===== config.mk =====
export PLATFORM = sky130hd
export DESIGN_NAME = xreg3_ctrl
export DESIGN_NICKNAME = d
export VERILOG_FILES = /design/src/hw/xreg3_pkg.sv /design/src/hw/xreg3_ctrl.sv /design/src/hw/xreg3_sync.sv
export VERILOG_INCLUDE_DIRS = /design/src /design/src/hw
export SDC_FILE = /design/constraint.sdc
export NUM_CORES = 1
export LEC_CHECK = 0
export BUFFER_PORTS_ARGS = -buffer_cell sky130_fd_sc_hd__buf_2
export CORE_UTILIZATION = 42
export CTS_CLUSTER_SIZE = 20
export DETAILED_ROUTE_END_ITERATION = 10
export PLACE_DENSITY = 0.75
export SLEW_MARGIN = 20
export SYNTH_ARGS = -nofsm -noshare
export SYNTH_HDL_FRONTEND = slang
export SYNTH_SLANG_ARGS = --single-unit

===== constraint.sdc =====
create_clock -name clk_sys_in -period 1.3 [get_ports clk_sys_in]
set_input_delay 0.13 -clock clk_sys_in [delete_from_list [all_inputs] [get_ports clk_sys_in]]
set_output_delay 0.13 -clock clk_sys_in [all_outputs]
set_load 0.05 [all_outputs]

===== src/hw/xreg3_map.svh =====
// Constants for the third supply regulator control block
`ifndef XREG3_MAP_SVH
`define XREG3_MAP_SVH
`define XREG3_CFG_RST 2'h0
`define XREG3_MODE_W 3
`define XREG3_MODE_INIT 3'h0
`define XREG3_MODE_NORMAL 3'h1
`define XREG3_MODE_STOP 3'h2
`define XREG3_MODE_SLEEP 3'h3
`define XREG3_MODE_RESTART 3'h4
`define XREG3_MODE_FAILSAFE 3'h5
`endif


===== src/hw/xreg3_pkg.sv =====
// Types for the third supply regulator control block
package xreg3_pkg;
   typedef enum logic [1:0] {
      XREG3_CFG_NONE,
      XREG3_CFG_ALONE,
      XREG3_CFG_SHARE
   } xreg3_cfg_t;
   typedef struct packed {
      logic aux_reg_enable;
      logic load_share_select;
      logic output_voltage_select;
      logic share_keep_in_stop;
      logic keep_on_at_supply_low;
   } xreg3_ctrl_t;
   typedef struct packed {
      logic aux_overcurrent_flag;
      logic aux_undervoltage_flag;
   } xreg3_stat_t;
endpackage


===== src/hw/xreg3_ctrl.sv =====
// Control logic of the third supply regulator with external pass device
`timescale 1ns/1ns
`include "xreg3_map.svh"
// Behaviour
// - Enable written in normal mode with share bit clear locks stand-alone.
// - First share bit write locks load sharing; enable bit then ignored.
// - Chosen configuration stays fixed while powered, also over soft reset.
// - Stand-alone lock ignores configuration changes without raising SPI error.
// - Load-sharing lock flags SPI error on any change, keeps configuration.
// - Stand-alone output still switched on and off by enable bit.
// - Stand-alone voltage select: zero 3.3V, one 1.8V; ignored when sharing.
// - Mode table: init and fail-safe off; sharing sleep off, restart on.
// - Sharing off in stop unless keep-in-stop bit set; share bit stays.
// - Battery low turns regulator off unless keep-on bit; recovers itself.
// - Stand-alone shunt limit sets overcurrent flag; clear only after it ends.
// - Stand-alone output undervoltage reported by undervoltage flag.
// - Sharing never raises undervoltage or overcurrent flags; off in fail-safe.
// - Stop uses low-power stage, adds high-power by drive current hysteresis.
module xreg3_ctrl
   import xreg3_pkg::*;
#(
   parameter int MODE_W = `XREG3_MODE_W,
   parameter int PIN_COUNT = 5
) (
   input wire logic clk_sys_in,
   input wire logic rst_b_in,
   input wire logic soft_reset_in,
   input wire logic [`XREG3_MODE_W-1:0] chip_mode_in,
   input wire logic ctrl_write_in,
   input wire xreg3_ctrl_t ctrl_in,
   input wire logic oc_clear_in,
   input wire logic battery_low_in,
   input wire logic shunt_limit_in,
   input wire logic output_low_in,
   input wire logic drive_above_high_in,
   input wire logic drive_below_low_in,
   output xreg3_ctrl_t ctrl_out,
   output xreg3_stat_t stat_out,
   output logic spi_error_out,
   output logic config_locked_out,
   output logic share_mode_out,
   output logic regulator_on_out,
   output logic current_limit_out,
   output logic select_1v8_out,
   output logic low_power_stage_out,
   output logic high_power_stage_out
);
   // ****************************************
   // Elaboration checks
   // ****************************************
   // The mode decoder and the pin bundle below are written for these sizes
   initial begin
      if (MODE_W != `XREG3_MODE_W) begin
         $error("MODE_W must match the mode code width");
      end
      if (PIN_COUNT != 5) begin
         $error("PIN_COUNT must be five");
      end
   end

   // ****************************************
   // Decoding helpers
   // ****************************************
   // Mode compare used by several decoders
   function automatic logic mode_is(
      input logic [MODE_W-1:0] mode,
      input logic [MODE_W-1:0] code
   );
      return mode == code;
   endfunction

   // Sticky flag update: an event in the clear cycle is never lost
   function automatic logic sticky_next(
      input logic cur,
      input logic set,
      input logic clr
   );
      logic result;
      result = cur;
      if (set) begin
         result = 1'b1;
      end else if (clr) begin
         result = 1'b0;
      end
      return result;
   endfunction

   // ****************************************
   // Pin synchronisation
   // ****************************************
   // Pins are asynchronous levels, so two stages precede every reader
   logic [PIN_COUNT-1:0] pins_sync;
   logic batt_low_s;
   logic shunt_s;
   logic out_low_s;
   logic drv_hi_s;
   logic drv_lo_s;
   xreg3_sync #(.WIDTH(PIN_COUNT)) u_sync (
      .clk_sys_in(clk_sys_in),
      .rst_b_in(rst_b_in),
      .async_in({battery_low_in, shunt_limit_in, output_low_in,
         drive_above_high_in, drive_below_low_in}),
      .sync_out(pins_sync)
   );
   assign {batt_low_s, shunt_s, out_low_s, drv_hi_s, drv_lo_s} = pins_sync;

   // ****************************************
   // Configuration lock
   // ****************************************
   // Held only by power-on reset; soft reset clears software bits only
   xreg3_cfg_t cfg_reg;
   xreg3_cfg_t cfg_next;
   xreg3_ctrl_t ctrl_reg;
   xreg3_ctrl_t ctrl_next;
   logic spi_err_reg;
   logic oc_reg;
   logic uv_reg;
   logic hp_reg;
   logic in_normal;
   logic in_stop;
   logic share;
   logic alone;
   logic cfg_change;
   logic err_set;
   logic mode_on;
   logic supply_ok;
   logic spi_err_next;
   logic oc_set;
   logic oc_clr;
   logic oc_next;
   logic uv_next;
   logic locked;
   logic share_flip;
   logic enable_ask;
   logic want_share;
   logic want_alone;
   logic hold_alone;
   logic stop_share;

   // ****************************************
   // Configuration write decode
   // ****************************************
   assign in_normal = mode_is(chip_mode_in, `XREG3_MODE_NORMAL);
   assign in_stop = mode_is(chip_mode_in, `XREG3_MODE_STOP);
   assign share = cfg_reg == XREG3_CFG_SHARE;
   assign alone = cfg_reg == XREG3_CFG_ALONE;
   assign locked = cfg_reg != XREG3_CFG_NONE;
   // Enable set while sharing counts as an attempt to move to stand-alone
   assign share_flip = ctrl_in.load_share_select != ctrl_reg.load_share_select;
   assign enable_ask = ctrl_in.aux_reg_enable;
   assign cfg_change = ctrl_write_in && (share_flip || enable_ask);
   assign err_set = share && cfg_change;
   // Share bit wins over enable so a mixed first write picks sharing
   assign want_share = !locked && ctrl_write_in && ctrl_in.load_share_select;
   assign want_alone = !locked && ctrl_write_in &&
      ctrl_in.aux_reg_enable && in_normal;

   always_comb begin
      cfg_next = cfg_reg;
      if (want_share) begin
         cfg_next = XREG3_CFG_SHARE;
      end else if (want_alone) begin
         cfg_next = XREG3_CFG_ALONE;
      end
   end

   // ****************************************
   // Lock and control registers
   // ****************************************
   // Soft reset keeps the share bit so sharing resumes after it
   always_comb begin
      ctrl_next = ctrl_reg;
      if (soft_reset_in) begin
         ctrl_next = '0;
         ctrl_next.load_share_select = share;
      end else if (ctrl_write_in) begin
         ctrl_next = ctrl_in;
         // lock keeps share bit fixed once configured
         if (share) begin
            ctrl_next.load_share_select = 1'b1;
            ctrl_next.aux_reg_enable = 1'b0;
         end else if (alone || cfg_next == XREG3_CFG_ALONE) begin
            ctrl_next.load_share_select = 1'b0;
         end
      end
   end

   always_ff @(posedge clk_sys_in or negedge rst_b_in) begin
      if (!rst_b_in) begin
         cfg_reg <= XREG3_CFG_NONE;
      end else begin
         cfg_reg <= cfg_next;
      end
   end

   always_ff @(posedge clk_sys_in or negedge rst_b_in) begin
      if (!rst_b_in) begin
         ctrl_reg <= '0;
      end else begin
         ctrl_reg <= ctrl_next;
      end
   end

   // ****************************************
   // SPI error flag
   // ****************************************
   // Set wins over a clear in the same cycle
   assign spi_err_next = sticky_next(spi_err_reg, err_set,
      oc_clear_in || soft_reset_in);
   always_ff @(posedge clk_sys_in or negedge rst_b_in) begin
      if (!rst_b_in) begin
         spi_err_reg <= 1'b0;
      end else begin
         spi_err_reg <= spi_err_next;
      end
   end

   // ****************************************
   // Regulator on/off by mode and supply
   // ****************************************
   assign supply_ok = !batt_low_s || ctrl_reg.keep_on_at_supply_low;
   // Stand-alone holds its normal-mode choice through low-power modes
   assign hold_alone = alone && ctrl_reg.aux_reg_enable;
   assign stop_share = share && ctrl_reg.share_keep_in_stop;

   always_comb begin
      mode_on = 1'b0;
      case (chip_mode_in)
         `XREG3_MODE_INIT: mode_on = 1'b0;
         `XREG3_MODE_FAILSAFE: mode_on = 1'b0;
         `XREG3_MODE_NORMAL: mode_on = share || ctrl_reg.aux_reg_enable;
         `XREG3_MODE_STOP: mode_on = stop_share || hold_alone;
         `XREG3_MODE_SLEEP: mode_on = hold_alone;
         `XREG3_MODE_RESTART: mode_on = share || ctrl_reg.aux_reg_enable;
         default: mode_on = 1'b0;
      endcase
   end

   // ****************************************
   // Flags and output stages
   // ****************************************
   // Set only while the output drives, so an idle shunt cannot latch it
   assign oc_set = alone && regulator_on_out && shunt_s;
   assign oc_clr = oc_clear_in && !shunt_s;
   assign oc_next = sticky_next(oc_reg, oc_set, oc_clr);
   always_ff @(posedge clk_sys_in or negedge rst_b_in) begin
      if (!rst_b_in) begin
         oc_reg <= 1'b0;
      end else begin
         oc_reg <= oc_next;
      end
   end

   // Undervoltage flag follows the output level; masked when sharing
   assign uv_next = alone && regulator_on_out && out_low_s;
   always_ff @(posedge clk_sys_in or negedge rst_b_in) begin
      if (!rst_b_in) begin
         uv_reg <= 1'b0;
      end else begin
         uv_reg <= uv_next;
      end
   end

   // Hysteresis between the two drive current thresholds
   always_ff @(posedge clk_sys_in or negedge rst_b_in) begin
      if (!rst_b_in) begin
         hp_reg <= 1'b0;
      end else if (!in_stop) begin
         hp_reg <= 1'b0;
      end else if (drv_hi_s) begin
         hp_reg <= 1'b1;
      end else if (drv_lo_s) begin
         hp_reg <= 1'b0;
      end
   end


   // ****************************************
   // Output stages
   // ****************************************
   // An unconfigured regulator stays off whatever the mode asks
   assign regulator_on_out = mode_on && supply_ok && locked;
   assign current_limit_out = alone && shunt_s;
   assign select_1v8_out = alone && ctrl_reg.output_voltage_select;
   // Stop runs lean; the big stage joins only under heavy drive
   assign low_power_stage_out = regulator_on_out && in_stop;
   assign high_power_stage_out = regulator_on_out && (!in_stop || hp_reg);

   // ****************************************
   // Status outputs
   // ****************************************
   assign ctrl_out = ctrl_reg;
   assign stat_out.aux_overcurrent_flag = oc_reg && !share;
   assign stat_out.aux_undervoltage_flag = uv_reg;
   assign spi_error_out = spi_err_reg;
   assign config_locked_out = locked;
   assign share_mode_out = share;
endmodule


===== src/hw/xreg3_sync.sv =====
// Two flip-flop synchroniser for pin-level inputs
`timescale 1ns/1ns
module xreg3_sync #(
   parameter int WIDTH = 4
) (
   input wire logic clk_sys_in,
   input wire logic rst_b_in,
   input wire logic [WIDTH-1:0] async_in,
   output logic [WIDTH-1:0] sync_out
);
   logic [WIDTH-1:0] meta_reg;
   initial begin
      if (WIDTH < 1) begin
         $error("WIDTH must be at least one");
      end
   end
   always_ff @(posedge clk_sys_in or negedge rst_b_in) begin
      if (!rst_b_in) begin
         meta_reg <= '0;
         sync_out <= '0;
      end else begin
         meta_reg <= async_in;
         sync_out <= meta_reg;
      end
   end
endmodule

== After elaboration in Yosys (flattened, before gate mapping) ==
Cells that the tools add are included.

* Output and inout bits: 15
* Logic and storage cells: 72
* Memories kept: 0
* Register bits after elaboration: 21
* ROM bits: 0
* Latch bits: 0
* Input port bits: 18
* Bits in writable memories: 0

* $mul: 0
* Bitwise logic cells: 0
* Muxes and demuxes: 15
* Shift operators: 0
* Equal/unequal tests: 9
* Order comparisons: 0
* Div/mod/pow operators: 0
* Add/subtract/negate cells: 0
* Reductions and logical operators: 36

{| class="wikitable"
|+ Operators with widths
! cell !! number
|-
| $logic_and A1 B1 Y1 || 19
|-
| $mux W1 || 10
|-
| $mux W5 || 2
|-
| $reduce_bool A2 Y1 || 4
|-
| $logic_or A1 B1 Y1 || 7
|-
| $eq A3 B2 Y1 const B || 2
|-
| $logic_not A1 Y1 || 5
|-
| $eq A2 B1 Y1 const B || 2
|-
| $mux W2 || 2
|-
| $eq A3 B1 Y1 const B || 1
|-
| $eq A3 B3 Y1 const B || 1
|-
| $ne A3 B1 Y1 const B || 1
|-
| $pmux W1 S3 || 1
|-
| $eq A2 B2 Y1 const B || 1
|-
| $reduce_or A2 Y1 || 1
|-
| $ne A1 B1 Y1 || 1
|}

== Longest topological paths before layout ==
* Depth in word-level cells: 13
* Depth in mapped cells: 5
* Mapped depth without buffers: 4

== Modules after synthesis ==
A second synthesis with hierarchy kept.

* Cell total of the unflattened synthesis: 76
* Area total of the unflattened synthesis: 872.1 sq um

{| class="wikitable"
|+ Modules (own cells, without submodules)
! module !! sequential area each (sq um) !! cells each !! area each (sq um) !! times used
|-
| xreg3_ctrl || 275.3 || 66 || 621.8 || 1
|-
| xreg3_sync || 250.2 || 10 || 250.2 || 1
|}

== Least setup slack after synthesis ==
Ideal clock, no wire load.

* Kind: register to output
* Start: register ctrl_reg (netlist bit ctrl_out[0])
* End: output port low_power_stage_out
* Required time: 1.170 ns
* Arrival: 1.981 ns
* Cell stages (with the launch flop): 4
* Path slack: -0.811 ns
* Path buffers: 0
* Cell sequence: dfrtp_1 -> nand2b_1 -> nand2_1 -> nor3_1

* Cells in the longest elaborated chain, start to end: 4

{| class="wikitable"
|+ Ends and longest elaborated chain
! item !! RTL line !! text
|-
| start: declaration || xreg3_ctrl.sv:113 || <nowiki>xreg3_ctrl_t ctrl_reg;</nowiki>
|-
| start signal: assignment || xreg3_ctrl.sv:200 || <nowiki>ctrl_reg <= ctrl_next;</nowiki>
|-
| $logic_or A1 B1 Y1 || xreg3_ctrl.sv:221 || <nowiki>assign supply_ok = !batt_low_s || ctrl_reg.keep_on_at_supply_low;</nowiki>
|-
| $logic_and A1 B1 Y1 (2 in series) || xreg3_ctrl.sv:282 || <nowiki>assign regulator_on_out = mode_on && supply_ok && locked;</nowiki>
|-
| $logic_and A1 B1 Y1 || xreg3_ctrl.sv:286 || <nowiki>assign low_power_stage_out = regulator_on_out && in_stop;</nowiki>
|-
| end: declaration || xreg3_ctrl.sv:45 || <nowiki>output logic low_power_stage_out,</nowiki>
|}

Every way passes these cells.

== Worst setup path after layout ==
* Start: register cfg_reg[0]
* End: output port high_power_stage_out

* Cells in the longest elaborated chain, start to end: 7
* Elaborated cells between the ends (all ways): 11
* Classes of those cells: eq/ne: 2; mux: 1; reduce/logical: 8

{| class="wikitable"
|+ Ends and longest elaborated chain
! item !! RTL line !! text
|-
| start: declaration || xreg3_ctrl.sv:111 || <nowiki>xreg3_cfg_t cfg_reg;</nowiki>
|-
| start signal: assignment || xreg3_ctrl.sv:192 || <nowiki>cfg_reg <= cfg_next;</nowiki>
|-
| $eq A2 B2 Y1 / $eq A2 B1 Y1 (equally long branches) || xreg3_ctrl.sv:145, xreg3_ctrl.sv:146 ||
|-
| $logic_and A1 B1 Y1 (on tied branches) || xreg3_ctrl.sv:224, xreg3_ctrl.sv:223 ||
|-
| $logic_or A1 B1 Y1 || xreg3_ctrl.sv:232 || <nowiki>`XREG3_MODE_STOP: mode_on = stop_share || hold_alone;</nowiki>
|-
| $pmux W1 S3 || xreg3_ctrl.sv:228 || <nowiki>case (chip_mode_in)</nowiki>
|-
| $logic_and A1 B1 Y1 || xreg3_ctrl.sv:282 ||
|-
| $logic_and A1 B1 Y1 (*) || xreg3_ctrl.sv:282 ||
|-
| $logic_and A1 B1 Y1 (*) || xreg3_ctrl.sv:287 || <nowiki>assign high_power_stage_out = regulator_on_out && (!in_stop || hp_reg);</nowiki>
|-
| end: declaration || xreg3_ctrl.sv:46 || <nowiki>output logic high_power_stage_out</nowiki>
|}

Every way passes the cells marked *; elsewhere a longest branch is shown, timed or not.

==> results.ini <==
[status]
status = finished with violations
violations = negative setup slack

[synth]
yosysTopAreaCellShare_pct = 61.1
synth_top_area_cell = dfrtp_1
synth_area_leaders = dfrtp_1, mux2i_1, nor2_1
synth_commonest_cells = dfrtp_1, nor2_1, nand2_1
yosys_most_used_dff = dfrtp_1
yosysSeqAreaShare_pct = 61.1
synth_cells = 74
ys_types = 28
async_flop_share_pct = 100
ys_ff_latch = 21
synth_edf_count = 0
syn_nets = 92
syn_area_um2 = 860
syn_area_per_cell_um2 = 11.6
synth_most_common_cell = dfrtp_1
synth_warnings = 0

[setup_path]
path_delay_family = compound AO/OA/AOI/OAI gates
critPathSlowestCell = dfrtp_2
path_class = register to primary output
endpoint_kind = primary output
crit_buf_inv = 1
cp-start-kind = register
crit_chain = and2b_2 > a32oi_4 > o22ai_4 > o21a_4 > buf_8
cp.arrival_ns = 1.60
required_ns = 1.17
worstPathMaxFanout = 4
max_stage_delay_ns = 0.46

[finish]
fin_nets = 143
post_route_cells_drive_above_1_share_pct = 51.6
fillers = 159
areaGrowthSynthToFinish_pct = 56.8
antenna_cells = 0
fin_cells = 151

[placed_design]
place_inst = 137
gp_congestion = 0.807
portBuffers = 32
dp_hpwl_um = 1310

[worst_hold_path]
hp-class = input port to register

[die]
die_h_um = 47.2
dieArea_um2 = 2230
row_count = 16
core_um2 = 1940
die_w_um = 47.2
initial_core_util_pct = 44.3
io_pins = 33

[grt]
grt_pass1_vias = 607
grt_overflow_total = 0
antenna_found_initial = 0
grt_pass1_wl_um = 2580
grt_use_total_pct = 17.9
grt_max_degree = 22

[clock_tree]
cts-root-buf = clkbuf_4
clockBufferDepth = 2
clkLatencyLatePin_ns = 0.30
numCtsBuffers = 3
htreeDepth = 1
cts_tree = built
cts_sinks = 21
clk_pin_slew_ns = 0.11

[sta]
tightest_slew_ns = 0.445
fmax_mhz = 578
min_period_ns = 1.73
final.setup.worst_slack_ns = -0.431
hold_viol_final = 0
rsz0062_at_grt = yes
slew_headroom_pct = 70.3
setup_viol = 10
post-route-period-util_pct = 133
clock_skew_ns = 0.00423
drv_slew = 0

[routing]
first_pass_iters = 4
wirelength_um = 1880
wl_per_cell_um = 12.5
via_per_inst = 4.67
ant_nets = 0
drtIter0Drc = 7
vias = 705
drc = 0

[pwr]
p_total_uw = 1240
power_density_nw_per_um2 = 919
p_leak_uw = 0.000678
ir_drop_mv = 0.767

[run]
max_cap_violations = 0

==> cell usage in the layout, fill, tap and decap left out, drive strengths merged <==
master and count:
a21oi 3, nor2 8, or4b 1, buf 43, dfrtp 21, dlygate4sd3 6, and2b 2, a32oi 1
and2 2, o41ai 1, o21a 1, o21ai 2, nor2b 2, and3 1, clkinv 1, o22ai 1
mux2i 3, inv 4, o211ai 1, xor2 2, nand2 6, nand3 2, nand2b 2, o21bai 2
clkbuf 3, nor3 1, or2 1, a22o 1
==> layer usage <==
layer	track usage (%)	vias up	wire (µm)
li1	-	346	-
met1	22.7	333	784
met2	27.9	24	1020
met3	4.23	2	66
met4	10.3	0	14
met5	0	-	0
==> where the power goes <==
group	internal (µW)	switching (µW)	total (µW)
sequential	681	16.7	698
clock	114	186	300
combinational	102	138	240
total	898	340	1240
==> cells by family after synthesis <==
| kind of cell | Yosys count | share of synthesized area, % |
|---|---|---|
| flip-flops | 21 | 61.1 |
| multiplexers | 3 | 3.49 |
| AO/OA/AOI/OAI | 13 | 11.8 |
| AND/OR/NAND/NOR | 28 | 17.2 |
| buffers and inverters | 7 | 4.37 |
| XOR/XNOR | 2 | 2.04 |
==> final cells by class <==
| class | count | area, µm² | area share [%] |
|---|---|---|---|
| clock inverter | 1 | 5.00 | 0.371 |
| timing repair buffer | 49 | 369 | 27.4 |
| multi-input combinational | 46 | 372 | 27.6 |
| sequential | 21 | 531 | 39.4 |
| inverter | 4 | 15.0 | 1.11 |
| clock buffer | 3 | 22.5 | 1.67 |
| tap | 27 | 33.8 | 2.51 |
==> stage by stage <==
step	TNS (ns)	instance area (µm²)	setup WS (ns)	hold slack [ns]	utilization, %
5_1_grt	-3.68	1350	-0.503	0.0559	69.4
2_1_floorplan	-1.21	897	-0.365	-0.166	-
6_report	-2.87	1350	-0.431	0.0697	69.4
4_1_cts	-2.87	1290	-0.431	0.0511	66.2
3_3_place_gp	-0.515	1120	-0.154	0.0970	57.7
3_5_place_dp	-0.723	1120	-0.177	0.105	57.7
==> worst paths after layout <==
check,slack [ns],depth (start not counted),from,endpoint
worst min-delay path,0.07,2,soft_reset_in,ctrl_out[0]$_DFFE_PN0P_
worst max register to register,-0.29,6,cfg_reg[0]$_DFF_PN0_,oc_reg$_DFFE_PN0P_
worst min register to register,0.36,0,u_sync.meta_reg[0]$_DFF_PN0_,u_sync.sync_out[0]$_DFF_PN0_
worst max-delay path,-0.43,5,cfg_reg[0]$_DFF_PN0_,high_power_stage_out
min in group asynchronous,0.30,2,rst_b_in,ctrl_out[4]$_DFFE_PN0P_
max in group asynchronous,0.67,2,rst_b_in,ctrl_out[1]$_DFFE_PN0P_
==> repair_timing <==
item | in CTS | in global routing
endpoints found under the setup margin | 11 | 12
resized for setup | 19 | 11
pin swaps | 1 | 2
endpoints found under the hold margin | 26 | 0
hold buffers | 6 | 0
buffers inserted | 2 | 2
Power figures use the tool's default switching activity.
